**src/include/ssc_pkg.sv**
```systemverilog
// package of constants and types for the safe standstill control block
package ssc_pkg;
    localparam int SSC_NUM_DRIVES = 4;
    localparam int SSC_NUM_DI = 8;
    localparam int SSC_NUM_DI_EXP = 4;
    localparam int SSC_SEL_W = 3;
    localparam int SSC_NUM_FDO = 4;
    // fail-safe input channel positions
    localparam int SSC_CH_ESTOP_A = 0;
    localparam int SSC_CH_ESTOP_B = 4;
    localparam int SSC_CH_DOOR_A = 1;
    localparam int SSC_CH_DOOR_B = 5;
    localparam int SSC_CH_AGREE_A = 2;
    localparam int SSC_CH_AGREE_B = 6;
    localparam int SSC_CH_DRON_A = 3;
    localparam int SSC_CH_DRON_B = 7;
    // enable bit position within each enable parameter
    localparam int SSC_EN_BIT = 0;
    // valve output channel
    localparam int SSC_FDO_VALVE = 0;
    // standstill status bit positions
    localparam int SSC_ST_ACTIVE = 0;
    localparam int SSC_ST_FAULT = 1;
    localparam logic [3:0] SSC_DRIVE_MASK_RST = 4'h0;
    localparam logic [1:0] SSC_PAIR_RST = 2'h0;

    typedef enum logic [1:0] {
        SSC_RS_STANDSTILL,
        SSC_RS_WAIT_LOW,
        SSC_RS_WAIT_HIGH,
        SSC_RS_RUN
    } ssc_restart_type;
endpackage

```
**src/logic/ssc_pair_decode.sv**
```systemverilog
// decoder for one two-channel fail-safe sensor pair
module ssc_pair_decode
    import ssc_pkg::*;
#(
    parameter bit ANTIVALENT = 1'b0,
    parameter bit ACTIVE_HIGH = 1'b1
) (
    input wire logic clk_sys,
    input wire logic reset_n,
    input wire logic ch_a,
    input wire logic ch_b,
    output logic active_reg,
    output logic discrepancy_reg
);
    logic valid;
    logic level;

    // equivalent pairs must agree, antivalent pairs must differ
    assign valid = ANTIVALENT ? (ch_a ^ ch_b) : (ch_a ~^ ch_b);
    assign level = ch_a ~^ ACTIVE_HIGH;

    always_ff @(posedge clk_sys) begin
        if (!reset_n) begin
            // reset lands on the safe meaning, whatever the active level
            active_reg <= ~ACTIVE_HIGH;
            discrepancy_reg <= 1'b0;
        end else begin
            // illegal pattern falls to the safe meaning, level 0 on channel a
            active_reg <= valid ? level : ~ACTIVE_HIGH;
            discrepancy_reg <= ~valid;
        end
    end
endmodule

```
**src/logic/ssc_top.sv**
```systemverilog
// safe standstill selection, supervision, restart, brake trigger and sensor I/O
// Summary of operation
// - per drive, control-unit and motor-module standstill inputs
// - control-unit source selectable from inputs 0..7
// - expansion variant offers only inputs 0..3
// - fault when the two channels disagree
// - groups share one selected input; each drive keeps its own enable
// - drive fault never spreads standstill to group
// - separate enable bit 0 per channel
// - disabled supervision leaves all inputs free
// - input 1 deselects, input 0 selects standstill
// - selection stops only the selected drive; drives sharing its input see it in group status
// - status per channel, combined and group
// - brake triggered by standstill or pulse cancel
// - brake output de-energized engages brake
// - emergency stop on channels 0 and 4
// - door interlock on channels 1 and 5
// - agreement button antivalent on channels 2, 6
// - drives-on button on channels 3 and 7
// - each fail-safe output switched off independently
// - valve output 0 low locks, high flows
// - power-on command acts on a falling edge, then a rising edge
module ssc_top
    import ssc_pkg::*;
#(
    parameter int NUM_DRIVES = SSC_NUM_DRIVES,
    parameter bit EXPANSION_UNIT = 1'b0
) (
    input wire logic CLK_SYS,
    input wire logic RESET_N,
    input wire logic [SSC_NUM_DI-1:0] DIGITAL_IN,
    input wire logic [NUM_DRIVES*SSC_SEL_W-1:0] STANDSTILL_SOURCE_SELECT,
    input wire logic [NUM_DRIVES-1:0] PULSE_ENABLE_TERMINAL,
    input wire logic [NUM_DRIVES-1:0] CU_STANDSTILL_ENABLE,
    input wire logic [NUM_DRIVES-1:0] MM_STANDSTILL_ENABLE,
    input wire logic [NUM_DRIVES-1:0] DRIVE_ENABLE,
    input wire logic [NUM_DRIVES-1:0] POWER_ON_COMMAND,
    input wire logic [NUM_DRIVES-1:0] DRIVE_FAULT,
    input wire logic [NUM_DRIVES-1:0] MONITOR_PULSE_CANCEL,
    input wire logic [SSC_NUM_DI-1:0] FAILSAFE_INPUT_MODULE,
    input wire logic [SSC_NUM_FDO-1:0] FAILSAFE_OUT_CMD,
    output logic [NUM_DRIVES-1:0] CU_SAFETY_STATUS,
    output logic [NUM_DRIVES-1:0] MM_SAFETY_STATUS,
    output logic [NUM_DRIVES-1:0] COMBINED_SAFETY_STATUS,
    output logic [NUM_DRIVES-1:0] GROUP_SAFETY_STATUS,
    output logic [NUM_DRIVES-1:0] DISCREPANCY_FAULT,
    output logic [NUM_DRIVES-1:0] PULSES_ENABLED,
    output logic [NUM_DRIVES-1:0] SAFE_BRAKE_CTRL,
    output logic [NUM_DRIVES-1:0] GENERAL_DI_FREE,
    output logic [SSC_NUM_DI-1:0] DIGITAL_IN_GENERAL,
    output logic ESTOP_PRESSED,
    output logic DOOR_INTERLOCKED,
    output logic AGREEMENT_PRESSED,
    output logic DRIVES_ON_PRESSED,
    output logic [3:0] SENSOR_DISCREPANCY,
    output logic [SSC_NUM_FDO-1:0] FAILSAFE_OUT_P,
    output logic [SSC_NUM_FDO-1:0] FAILSAFE_OUT_M,
    output logic VALVE_FLOW
);
    localparam int DI_AVAIL = EXPANSION_UNIT ? SSC_NUM_DI_EXP : SSC_NUM_DI;

    // refused at elaboration: the per-drive buses are sized for this range only
    if (NUM_DRIVES < 1 || NUM_DRIVES > 32) begin
        $error("ssc_top: NUM_DRIVES must be 1 to 32");
    end

    logic [NUM_DRIVES-1:0] cu_select;
    logic [NUM_DRIVES-1:0] cu_standstill;
    logic [NUM_DRIVES-1:0] mm_standstill;
    logic [NUM_DRIVES-1:0] both_standstill;
    logic [NUM_DRIVES-1:0] group_standstill;
    logic [NUM_DRIVES-1:0] mismatch;
    logic [NUM_DRIVES-1:0] pwr_on_prev_reg;
    logic [NUM_DRIVES-1:0] pwr_rise;
    logic [NUM_DRIVES-1:0] pwr_fall;
    logic [NUM_DRIVES-1:0] run_now;
    ssc_restart_type rs_reg [NUM_DRIVES];
    ssc_restart_type rs_next [NUM_DRIVES];

    // per-drive source selection and channel decode
    always_comb begin
        for (int d = 0; d < NUM_DRIVES; d++) begin
            logic [SSC_SEL_W-1:0] sel;
            sel = STANDSTILL_SOURCE_SELECT[d*SSC_SEL_W +: SSC_SEL_W];
            // out-of-range selection on the small variant reads as de-energized
            if (int'(sel) < DI_AVAIL) begin
                cu_select[d] = DIGITAL_IN[sel];
            end else begin
                cu_select[d] = 1'b0;
            end
            // de-energized input selects standstill
            cu_standstill[d] = CU_STANDSTILL_ENABLE[d] & ~cu_select[d];
            mm_standstill[d] = MM_STANDSTILL_ENABLE[d] & ~PULSE_ENABLE_TERMINAL[d];
            both_standstill[d] = cu_standstill[d] | mm_standstill[d];
            mismatch[d] = CU_STANDSTILL_ENABLE[d] & MM_STANDSTILL_ENABLE[d]
                & (cu_select[d] ^ PULSE_ENABLE_TERMINAL[d]);
        end
    end

    // group standstill: my own standstill plus the control-unit standstill of every
    // drive sharing my source selection; a drive fault alone is deliberately not included
    always_comb begin
        for (int d = 0; d < NUM_DRIVES; d++) begin
            group_standstill[d] = both_standstill[d];
            for (int e = 0; e < NUM_DRIVES; e++) begin
                if (STANDSTILL_SOURCE_SELECT[e*SSC_SEL_W +: SSC_SEL_W]
                    == STANDSTILL_SOURCE_SELECT[d*SSC_SEL_W +: SSC_SEL_W]) begin
                    group_standstill[d] = group_standstill[d] | cu_standstill[e];
                end
            end
        end
    end

    always_ff @(posedge CLK_SYS) begin
        if (!RESET_N) begin
            pwr_on_prev_reg <= '0;
        end else begin
            pwr_on_prev_reg <= POWER_ON_COMMAND;
        end
    end

    assign pwr_rise = POWER_ON_COMMAND & ~pwr_on_prev_reg;
    assign pwr_fall = ~POWER_ON_COMMAND & pwr_on_prev_reg;

    // restart sequence per drive
    always_comb begin
        for (int d = 0; d < NUM_DRIVES; d++) begin
            rs_next[d] = rs_reg[d];
            unique case (rs_reg[d])
                SSC_RS_STANDSTILL: begin
                    if (!both_standstill[d] && !mismatch[d] && DRIVE_ENABLE[d]) begin
                        rs_next[d] = SSC_RS_WAIT_LOW;
                    end
                end
                SSC_RS_WAIT_LOW: begin
                    if (pwr_fall[d]) begin
                        rs_next[d] = SSC_RS_WAIT_HIGH;
                    end
                end
                SSC_RS_WAIT_HIGH: begin
                    if (pwr_rise[d]) begin
                        rs_next[d] = SSC_RS_RUN;
                    end
                end
                SSC_RS_RUN: begin
                end
            endcase
            // any loss of conditions drops back to standstill
            if (both_standstill[d] || mismatch[d] || !DRIVE_ENABLE[d]
                || DRIVE_FAULT[d] || MONITOR_PULSE_CANCEL[d]) begin
                rs_next[d] = SSC_RS_STANDSTILL;
            end
            run_now[d] = (rs_next[d] == SSC_RS_RUN);
        end
    end

    always_ff @(posedge CLK_SYS) begin
        for (int d = 0; d < NUM_DRIVES; d++) begin
            if (!RESET_N) begin
                rs_reg[d] <= SSC_RS_STANDSTILL;
            end else begin
                rs_reg[d] <= rs_next[d];
            end
        end
    end

    // status outputs
    always_ff @(posedge CLK_SYS) begin
        if (!RESET_N) begin
            CU_SAFETY_STATUS <= '1;
            MM_SAFETY_STATUS <= '1;
            COMBINED_SAFETY_STATUS <= '1;
            GROUP_SAFETY_STATUS <= '1;
            DISCREPANCY_FAULT <= '0;
        end else begin
            CU_SAFETY_STATUS <= cu_standstill;
            MM_SAFETY_STATUS <= mm_standstill;
            COMBINED_SAFETY_STATUS <= cu_standstill & mm_standstill;
            GROUP_SAFETY_STATUS <= group_standstill;
            DISCREPANCY_FAULT <= mismatch;
        end
    end

    // pulses and brake; brake energized only while running
    always_ff @(posedge CLK_SYS) begin
        if (!RESET_N) begin
            PULSES_ENABLED <= '0;
            SAFE_BRAKE_CTRL <= '0;
        end else begin
            PULSES_ENABLED <= run_now;
            // standstill or pulse cancel de-energizes, so the brake engages
            SAFE_BRAKE_CTRL <= run_now & ~both_standstill & ~MONITOR_PULSE_CANCEL;
        end
    end

    // inputs stay usable as plain inputs when no supervision claims them
    always_ff @(posedge CLK_SYS) begin
        if (!RESET_N) begin
            GENERAL_DI_FREE <= '0;
            DIGITAL_IN_GENERAL <= '0;
        end else begin
            GENERAL_DI_FREE <= ~CU_STANDSTILL_ENABLE;
            DIGITAL_IN_GENERAL <= DIGITAL_IN;
        end
    end

    // fail-safe sensor pairs
    // active level inverted so the pressed state comes straight from the flop
    ssc_pair_decode #(.ANTIVALENT(1'b0), .ACTIVE_HIGH(1'b0)) u_estop (
        .clk_sys(CLK_SYS),
        .reset_n(RESET_N),
        .ch_a(FAILSAFE_INPUT_MODULE[SSC_CH_ESTOP_A]),
        .ch_b(FAILSAFE_INPUT_MODULE[SSC_CH_ESTOP_B]),
        .active_reg(ESTOP_PRESSED),
        .discrepancy_reg(SENSOR_DISCREPANCY[0])
    );

    ssc_pair_decode #(.ANTIVALENT(1'b0), .ACTIVE_HIGH(1'b1)) u_door (
        .clk_sys(CLK_SYS),
        .reset_n(RESET_N),
        .ch_a(FAILSAFE_INPUT_MODULE[SSC_CH_DOOR_A]),
        .ch_b(FAILSAFE_INPUT_MODULE[SSC_CH_DOOR_B]),
        .active_reg(DOOR_INTERLOCKED),
        .discrepancy_reg(SENSOR_DISCREPANCY[1])
    );

    ssc_pair_decode #(.ANTIVALENT(1'b1), .ACTIVE_HIGH(1'b1)) u_agree (
        .clk_sys(CLK_SYS),
        .reset_n(RESET_N),
        .ch_a(FAILSAFE_INPUT_MODULE[SSC_CH_AGREE_A]),
        .ch_b(FAILSAFE_INPUT_MODULE[SSC_CH_AGREE_B]),
        .active_reg(AGREEMENT_PRESSED),
        .discrepancy_reg(SENSOR_DISCREPANCY[2])
    );

    ssc_pair_decode #(.ANTIVALENT(1'b0), .ACTIVE_HIGH(1'b1)) u_dron (
        .clk_sys(CLK_SYS),
        .reset_n(RESET_N),
        .ch_a(FAILSAFE_INPUT_MODULE[SSC_CH_DRON_A]),
        .ch_b(FAILSAFE_INPUT_MODULE[SSC_CH_DRON_B]),
        .active_reg(DRIVES_ON_PRESSED),
        .discrepancy_reg(SENSOR_DISCREPANCY[3])
    );

    // each output pair switched on its own command only
    always_ff @(posedge CLK_SYS) begin
        if (!RESET_N) begin
            FAILSAFE_OUT_P <= '0;
            FAILSAFE_OUT_M <= '0;
            VALVE_FLOW <= 1'b0;
        end else begin
            FAILSAFE_OUT_P <= FAILSAFE_OUT_CMD;
            FAILSAFE_OUT_M <= FAILSAFE_OUT_CMD;
            VALVE_FLOW <= FAILSAFE_OUT_CMD[SSC_FDO_VALVE];
        end
    end
endmodule

```
**config.mk**
```make
export PLATFORM = sky130hd
export DESIGN_NAME = ssc_top
export DESIGN_NICKNAME = d
export VERILOG_FILES = /design/src/include/ssc_pkg.sv /design/src/logic/ssc_pair_decode.sv /design/src/logic/ssc_top.sv
export SDC_FILE = /design/constraint.sdc
export NUM_CORES = 1
export LEC_CHECK = 0
export ABC_AREA = 1
export BUFFER_PORTS_ARGS = -buffer_cell sky130_fd_sc_hd__buf_2
export CORE_MARGIN = 1
export CORE_UTILIZATION = 40
export DETAILED_ROUTE_END_ITERATION = 8
export HOLD_SLACK_MARGIN = 0.02
export PLACE_DENSITY = 0.64
export SLEW_MARGIN = 20
export SYNTH_ARGS = -nofsm -noshare
export SYNTH_HDL_FRONTEND = slang
export SYNTH_SLANG_ARGS = --single-unit
```
**constraint.sdc**
```tcl
create_clock -name CLK_SYS -period 1.5 [get_ports CLK_SYS]
set_input_delay 0.3 -clock CLK_SYS [delete_from_list [all_inputs] [get_ports CLK_SYS]]
set_output_delay 0.3 -clock CLK_SYS [all_outputs]
set_load 0.05 [all_outputs]
```
==> results.tsv, run 1 <==
metric	value	unit
outcome	completed	
wire length per cell	11.56	um
switching share of power	32.17	%
initial DRC count	71	
period utilization	82.70	%
layout cells sized above 1	32.72	%
Yosys top cell by area	dfxtp_1	
Critical Path AT	0.94	ns
post-route insts no fill	585	
top post-synthesis cells by area	dfxtp_1 (44%), nand2_1 (8.5%), inv_1 (7.4%)	
core area	0.006907	mm2
vias in the first global route	2494	
CP max stage delay	0.34	ns
Hold-fix buffers, CTS	0	
initial core utilization	42.08	%
# setup viols final	0	
htree depth	3	
Syn Nets	438	
most instantiated library cell after synthesis	nand2_1	
first-pass GRT wire length	10850	um
maximum clock path buffer count	2	
register area	0.001281	mm2
die area	0.007611	mm2
Clock transition at path regs	0.08	ns
initial antenna violation count	0	
TritonCTS Buffers	9	
gr usage total	18.71	%
fin util	53.44	%
Synth Instances	376	
Die Span X	87.24	um
slew at the pin with the worst max-slew slack	0.4489	ns
Final Max Slew Viols	0	
Multi-input gate area	0.001231	mm2
Switch Pwr	1.351	mW
Pleak	2.011	nW
crit end category	output port	
critical path's top delay family	flip-flops	
Internal	2.849	mW
required time of the critical path	1.20	ns
fin nets	546	
Buf/Inv on CP	1	
total chip power	4.200	mW
Seq/Total Area, Yosys	44.08	%
chip height	87.24	um
setup TNS	0	ns
synth warn	0	
Root Buffer	clkbuf_8	
Fmax	0.8062	GHz
# DRC	0	
via count	2590	
routability cong.	0.8192	
Comb power frac	20.7	%
Power Density	1138	mW/mm2
Syn Area/Cell	7.730	um2
clock power share	36.4	%
worst path cell trace	buf_2	
slowest cell on the critical path	dfxtp_1	
CTS tree	done	
DP Wirelength	5147	um
number of synthesized flops with an enable pin	0	
synthesized flop and latch total	64	
Yosys cell types	30	
asr flop ratio synth	0	%
total of max-cap violations	0	
Mapped Area	0.002907	mm2
row cnt	30	
DR vias/cell	4.427	
FILL cells	714	
drt pass-1 iters	4	
Antenna Cells	0	
Yosys top cell area share	44.08	%
clock skew	0.007720	ns
Post-CTS Resized	0	
placed insts	569	
global route total overflow	0	
DRT antenna net count	0	
Commonest cells post-synth	nand2_1 (66), dfxtp_1 (64), inv_1 (57)	
post-CTS setup buffer count	0	
Top Ports	119	
Hold Crit Class	in2reg	
Final Hold Fails	0	
area grow syn2layout	26.99	%
critical setup path kind	reg2out	
Peak VDD IR	397.0	uV
TritonCTS Sinks	64	
latest clock arrival within the worst-skew pair	0.34	ns
Max-slew headroom	69.65	%
sequential share of power	42.9	%
Routed WL	6761	um
element type at the critical path start	flip-flop	
Port Buffer Count	118	
Critical Path Fanout Max	3	
RSZ-0062 raised after global routing	false	
fin crit period	1.240	ns
largest net degree at the start of global routing	37	
top_reg_cell synth	dfxtp_1	
==> power groups by stage <==
stage | Sequential [mW] | Clock, mW | Combinational [mW]
floorplan | 2.08 | 0 | 0.409
global placement | 1.84 | 0 | 0.868
detailed placement | 1.84 | 0 | 0.875
CTS | 1.80 | 1.58 | 0.877
global route | 1.81 | 1.64 | 0.945
finish | 1.80 | 1.53 | 0.870
==> logic make-up after synthesis <==
| kind of cell | count (synthesis) | share of synthesized area (%) |
|---|---|---|
| DFF | 64 | 44.08 |
| buffers and inverters | 85 | 13.56 |
| xor gates and xnor gates | 22 | 6.630 |
| and+or+nand+nor | 171 | 26.86 |
| AOI/OAI and AO/OA | 34 | 8.868 |
==> layout by cell type, fill, tap and decap left out, types with 4 or more instances in the layout <==
cell and count:
a21oi_1 8, buf_2 118, clkbuf_8 10, dfxtp_1 64, inv_1 57, nand2_1 66, nand3_1 26, nand3_2 4
nor2_1 48, nor3_1 13, o211ai_1 11, o21ai_0 6, xnor2_1 8, xor2_1 14
==> path summary, 6_finish.rpt <==
kind,start,endpoint,slack [ns],cells past startpoint
max,FAILSAFE_OUT_M[0],FAILSAFE_OUT_P[0],0.26,1
min,FAILSAFE_OUT_CMD[0],FAILSAFE_OUT_M[0],0.14,3
max reg2reg,rs_reg[2][0],SAFE_BRAKE_CTRL[2],0.40,5
min reg2reg,rs_reg[3][1],SAFE_BRAKE_CTRL[3],0.56,2
==> metrics by stage <==
step	area (um2)	hold WS, ns	setup WS, ns
floorplan	2907	0.3724	0.2438
global placement	3487	0.4816	-0.0002361
detailed placement	3487	0.4857	-0.01666
CTS	3691	0.1154	0.2285
global route	3691	0.1210	0.1843
finish	3691	0.1372	0.2595
==> final cells by class <==
class	count	area share (%)
Inverter	61	6.203
Clock buffer	10	3.729
Multi-Input combinational cell	227	33.36
Sequential cell	64	34.71
Timing Repair Buffer	121	16.95
Clock inverter	6	1.797
Tap cell	96	3.254
==> per-layer routing <==
layer,part of all wire [%],track usage (%)
met3,5.0,3.507
met5,0,0
met4,1.5,10.13
met1,46,22.29
met2,47,31.75
Power figures use the tool's default switching activity.
==> inputs of run 2 (changes only) <==
--- a/config.mk
+++ b/config.mk
@@ -11,7 +11,7 @@
 export CORE_UTILIZATION = 40
 export DETAILED_ROUTE_END_ITERATION = 8
 export HOLD_SLACK_MARGIN = 0.02
-export PLACE_DENSITY = 0.64
+export PLACE_DENSITY = 0.67
 export SLEW_MARGIN = 20
 export SYNTH_ARGS = -nofsm -noshare
 export SYNTH_HDL_FRONTEND = slang
==> constraint.sdc (replaced) <==
create_clock -name CLK_SYS -period 1 [get_ports CLK_SYS]
set_input_delay 0.2 -clock CLK_SYS [delete_from_list [all_inputs] [get_ports CLK_SYS]]
set_output_delay 0.2 -clock CLK_SYS [all_outputs]
set_load 0.05 [all_outputs]
==> results.tsv, run 2 (synthesis gave the netlist of run 1 again) <==
metric	value	unit	change
outcome	finished with violations		was completed
failing checks	setup timing		
crit end category	output port		unchanged
worst path cell trace	buf_6		was buf_2
DR vias/cell	4.586		was 4.427
layout cells sized above 1	54.32	%	was 32.72%
Fmax	0.9340	GHz	
area grow syn2layout	65.52	%	was 26.99%
Worst Hold Depth	2		was 3
Critical Path AT	0.87	ns	was 0.94 ns
Max-slew headroom	76.81	%	was 69.65%
gr usage total	21.51	%	was 18.71%
element type at the critical path start	flip-flop		unchanged
TritonCTS Sinks	64		unchanged
CP max stage delay	0.38	ns	was 0.34 ns
Buf/Inv on CP	1		unchanged
FILL cells	523		was 714
DP Wirelength	5719	um	was 5147 um
crit path launch	FAILSAFE_OUT_M[0]		unchanged
clock skew	0.006686	ns	was 0.007720 ns
most common cell after layout, fill and taps aside	nand2_1		was buf_2
wire length per cell	12.87	um	was 11.56 um
FF-to-FF setup slack	-0.03	ns	was 0.40 ns
via count	2880		was 2590
latest clock arrival within the worst-skew pair	0.34	ns	about the same
RSZ-0062 raised after global routing	true		was false
initial core utilization	42.08	%	unchanged
worst r2r dst	SAFE_BRAKE_CTRL[3]		was SAFE_BRAKE_CTRL[2]
final worst slack	-0.07068	ns	was 0.2595 ns
routability cong.	0.8431		was 0.8192
slowest cell on the critical path	dfxtp_4		was dfxtp_1
Peak VDD IR	712.2	uV	was 397.0 uV
max layer used	met4		unchanged
Metal-1 WL	3198	um	was 3128 um
first-pass GRT wire length	12530	um	was 10850 um
Die Span X	87.24	um	unchanged
critical path depth	1		unchanged
row cnt	30		unchanged
vias in the first global route	2827		was 2494
initial DRC count	62		was 71
Worst Reg2Reg Path Length in Cells	6		was 5
chip height	87.24	um	unchanged
most frequent cells in the layout	nand2_1 (63), dfxtp_2 (56), buf_2 (51)		was buf_2 (118), nand2_1 (66), dfxtp_1 (64)
TritonCTS Buffers	9		unchanged
fin crit period	1.071	ns	
global route total overflow	0		unchanged
Port Buffer Count	118		unchanged
drt pass-1 iters	4		unchanged
Pleak	2.413	nW	was 2.011 nW
Power Density	1413	mW/mm2	was 1138 mW/mm2
DRT antenna net count	0		unchanged
Place WS	-0.3533	ns	was -0.01666 ns
FF-to-FF Start	rs_reg[3][0]		was rs_reg[2][0]
Root Buffer	clkbuf_8		unchanged
Clock transition at path regs	0.07	ns	was 0.08 ns
Setup crit end	VALVE_FLOW		was FAILSAFE_OUT_P[0]
routed wire length on met2	4285	um	was 3194 um
Routed WL	8080	um	was 6761 um
met3 WL	485	um	was 335 um
# DRC	0		unchanged
slew at the pin with the worst max-slew slack	0.3465	ns	was 0.4489 ns
critical path's top delay family	flip-flops		unchanged
required time of the critical path	0.80	ns	was 1.20 ns
Hold Startpoint	FAILSAFE_INPUT_MODULE[6]		was FAILSAFE_OUT_CMD[0]
Antenna Cells	0		unchanged
total of max-cap violations	0		unchanged
Final Hold Fails	0		unchanged
Top Ports	119		unchanged
initial antenna violation count	0		unchanged
CTS tree	done		unchanged
Critical Path Fanout Max	3		unchanged
Final Max Slew Viols	0		unchanged
maximum clock path buffer count	2		unchanged
die area	0.007611	mm2	unchanged
period utilization	107.1	%	
core area	0.006907	mm2	unchanged
# setup viols final	59		was 0
fin nets	589		was 546
largest net degree at the start of global routing	11		was 37
Hold Crit Class	in2reg		unchanged
htree depth	3		unchanged
critical setup path kind	reg2out		unchanged
Fin Hold WS	0.04257	ns	was 0.1372 ns
[run 2: cell types whose count changed in the layout (fill, tap and decap cells not counted), sizes merged]
cell,before,now
clkbuf,10,16
clkinvlp,3,1
buf,121,162
clkinv,2,1
inv,61,60
[run 2: cell type report]
type	instances	area [um2]	area share, %
Timing Repair Buffer	164	1531	31.83
Sequential cell	64	1363	28.32
Multi-Input combinational cell	227	1354	28.14
Inverter	61	242.7	5.046
Clock buffer	14	162.7	3.381
Tap cell	96	120.1	2.497
Clock inverter	2	37.54	0.7802
[run 2: metrics by stage]
step                area (um2)  util [%]  total power [mW]  std cells  setup TNS [ns]
floorplan                 2972         -             3.763        376          -2.232
global placement          3814     55.22             4.198        606          -8.019
detailed placement        3814     55.22             4.217        606          -8.837
CTS                       4554     65.94             6.707        624          -1.797
global route              4811     69.66             7.097        628          -2.853
finish                    4811     69.66             6.797        628          -1.074
[run 2: what timing repair did]
item | in CTS | in global routing
gates cloned | 0 | 0
pin swaps | 8 | 39
buffers inserted | 2 | 4
setup endpoints to repair | 66 | 81
hold buffers | 0 | 0
resized for setup | 192 | 81
[run 2: layer usage]
layer | up-vias | GRT usage (%)
li1 | 1459 | -
met1 | 1306 | 23.43
met2 | 104 | 39.13
met3 | 11 | 5.213
met4 | 0 | 9.836
met5 | - | 0
[run 2: power by group]
part / total, mW / switching, mW / internal [mW]
Clock: 2.25 / 0.960 / 1.29
Combinational: 1.77 / 1.01 / 0.764
Sequential: 2.77 / 0.0818 / 2.69
Total: 6.80 / 2.05 / 4.75
[run 2: worst min path at each step]
| stage | end | slack [ns] |
|---|---|---|
| 4_1_cts | u_agree.discrepancy_reg | 0.02 |
| 6_report | u_agree.discrepancy_reg | 0.04 |
| 5_1_grt | u_agree.discrepancy_reg | 0.05 |
| 3_5_place_dp | FAILSAFE_OUT_M[2] | 0.39 |
| 2_1_floorplan | GENERAL_DI_FREE[0] | 0.27 |
| 3_3_place_gp | FAILSAFE_OUT_M[3] | 0.38 |
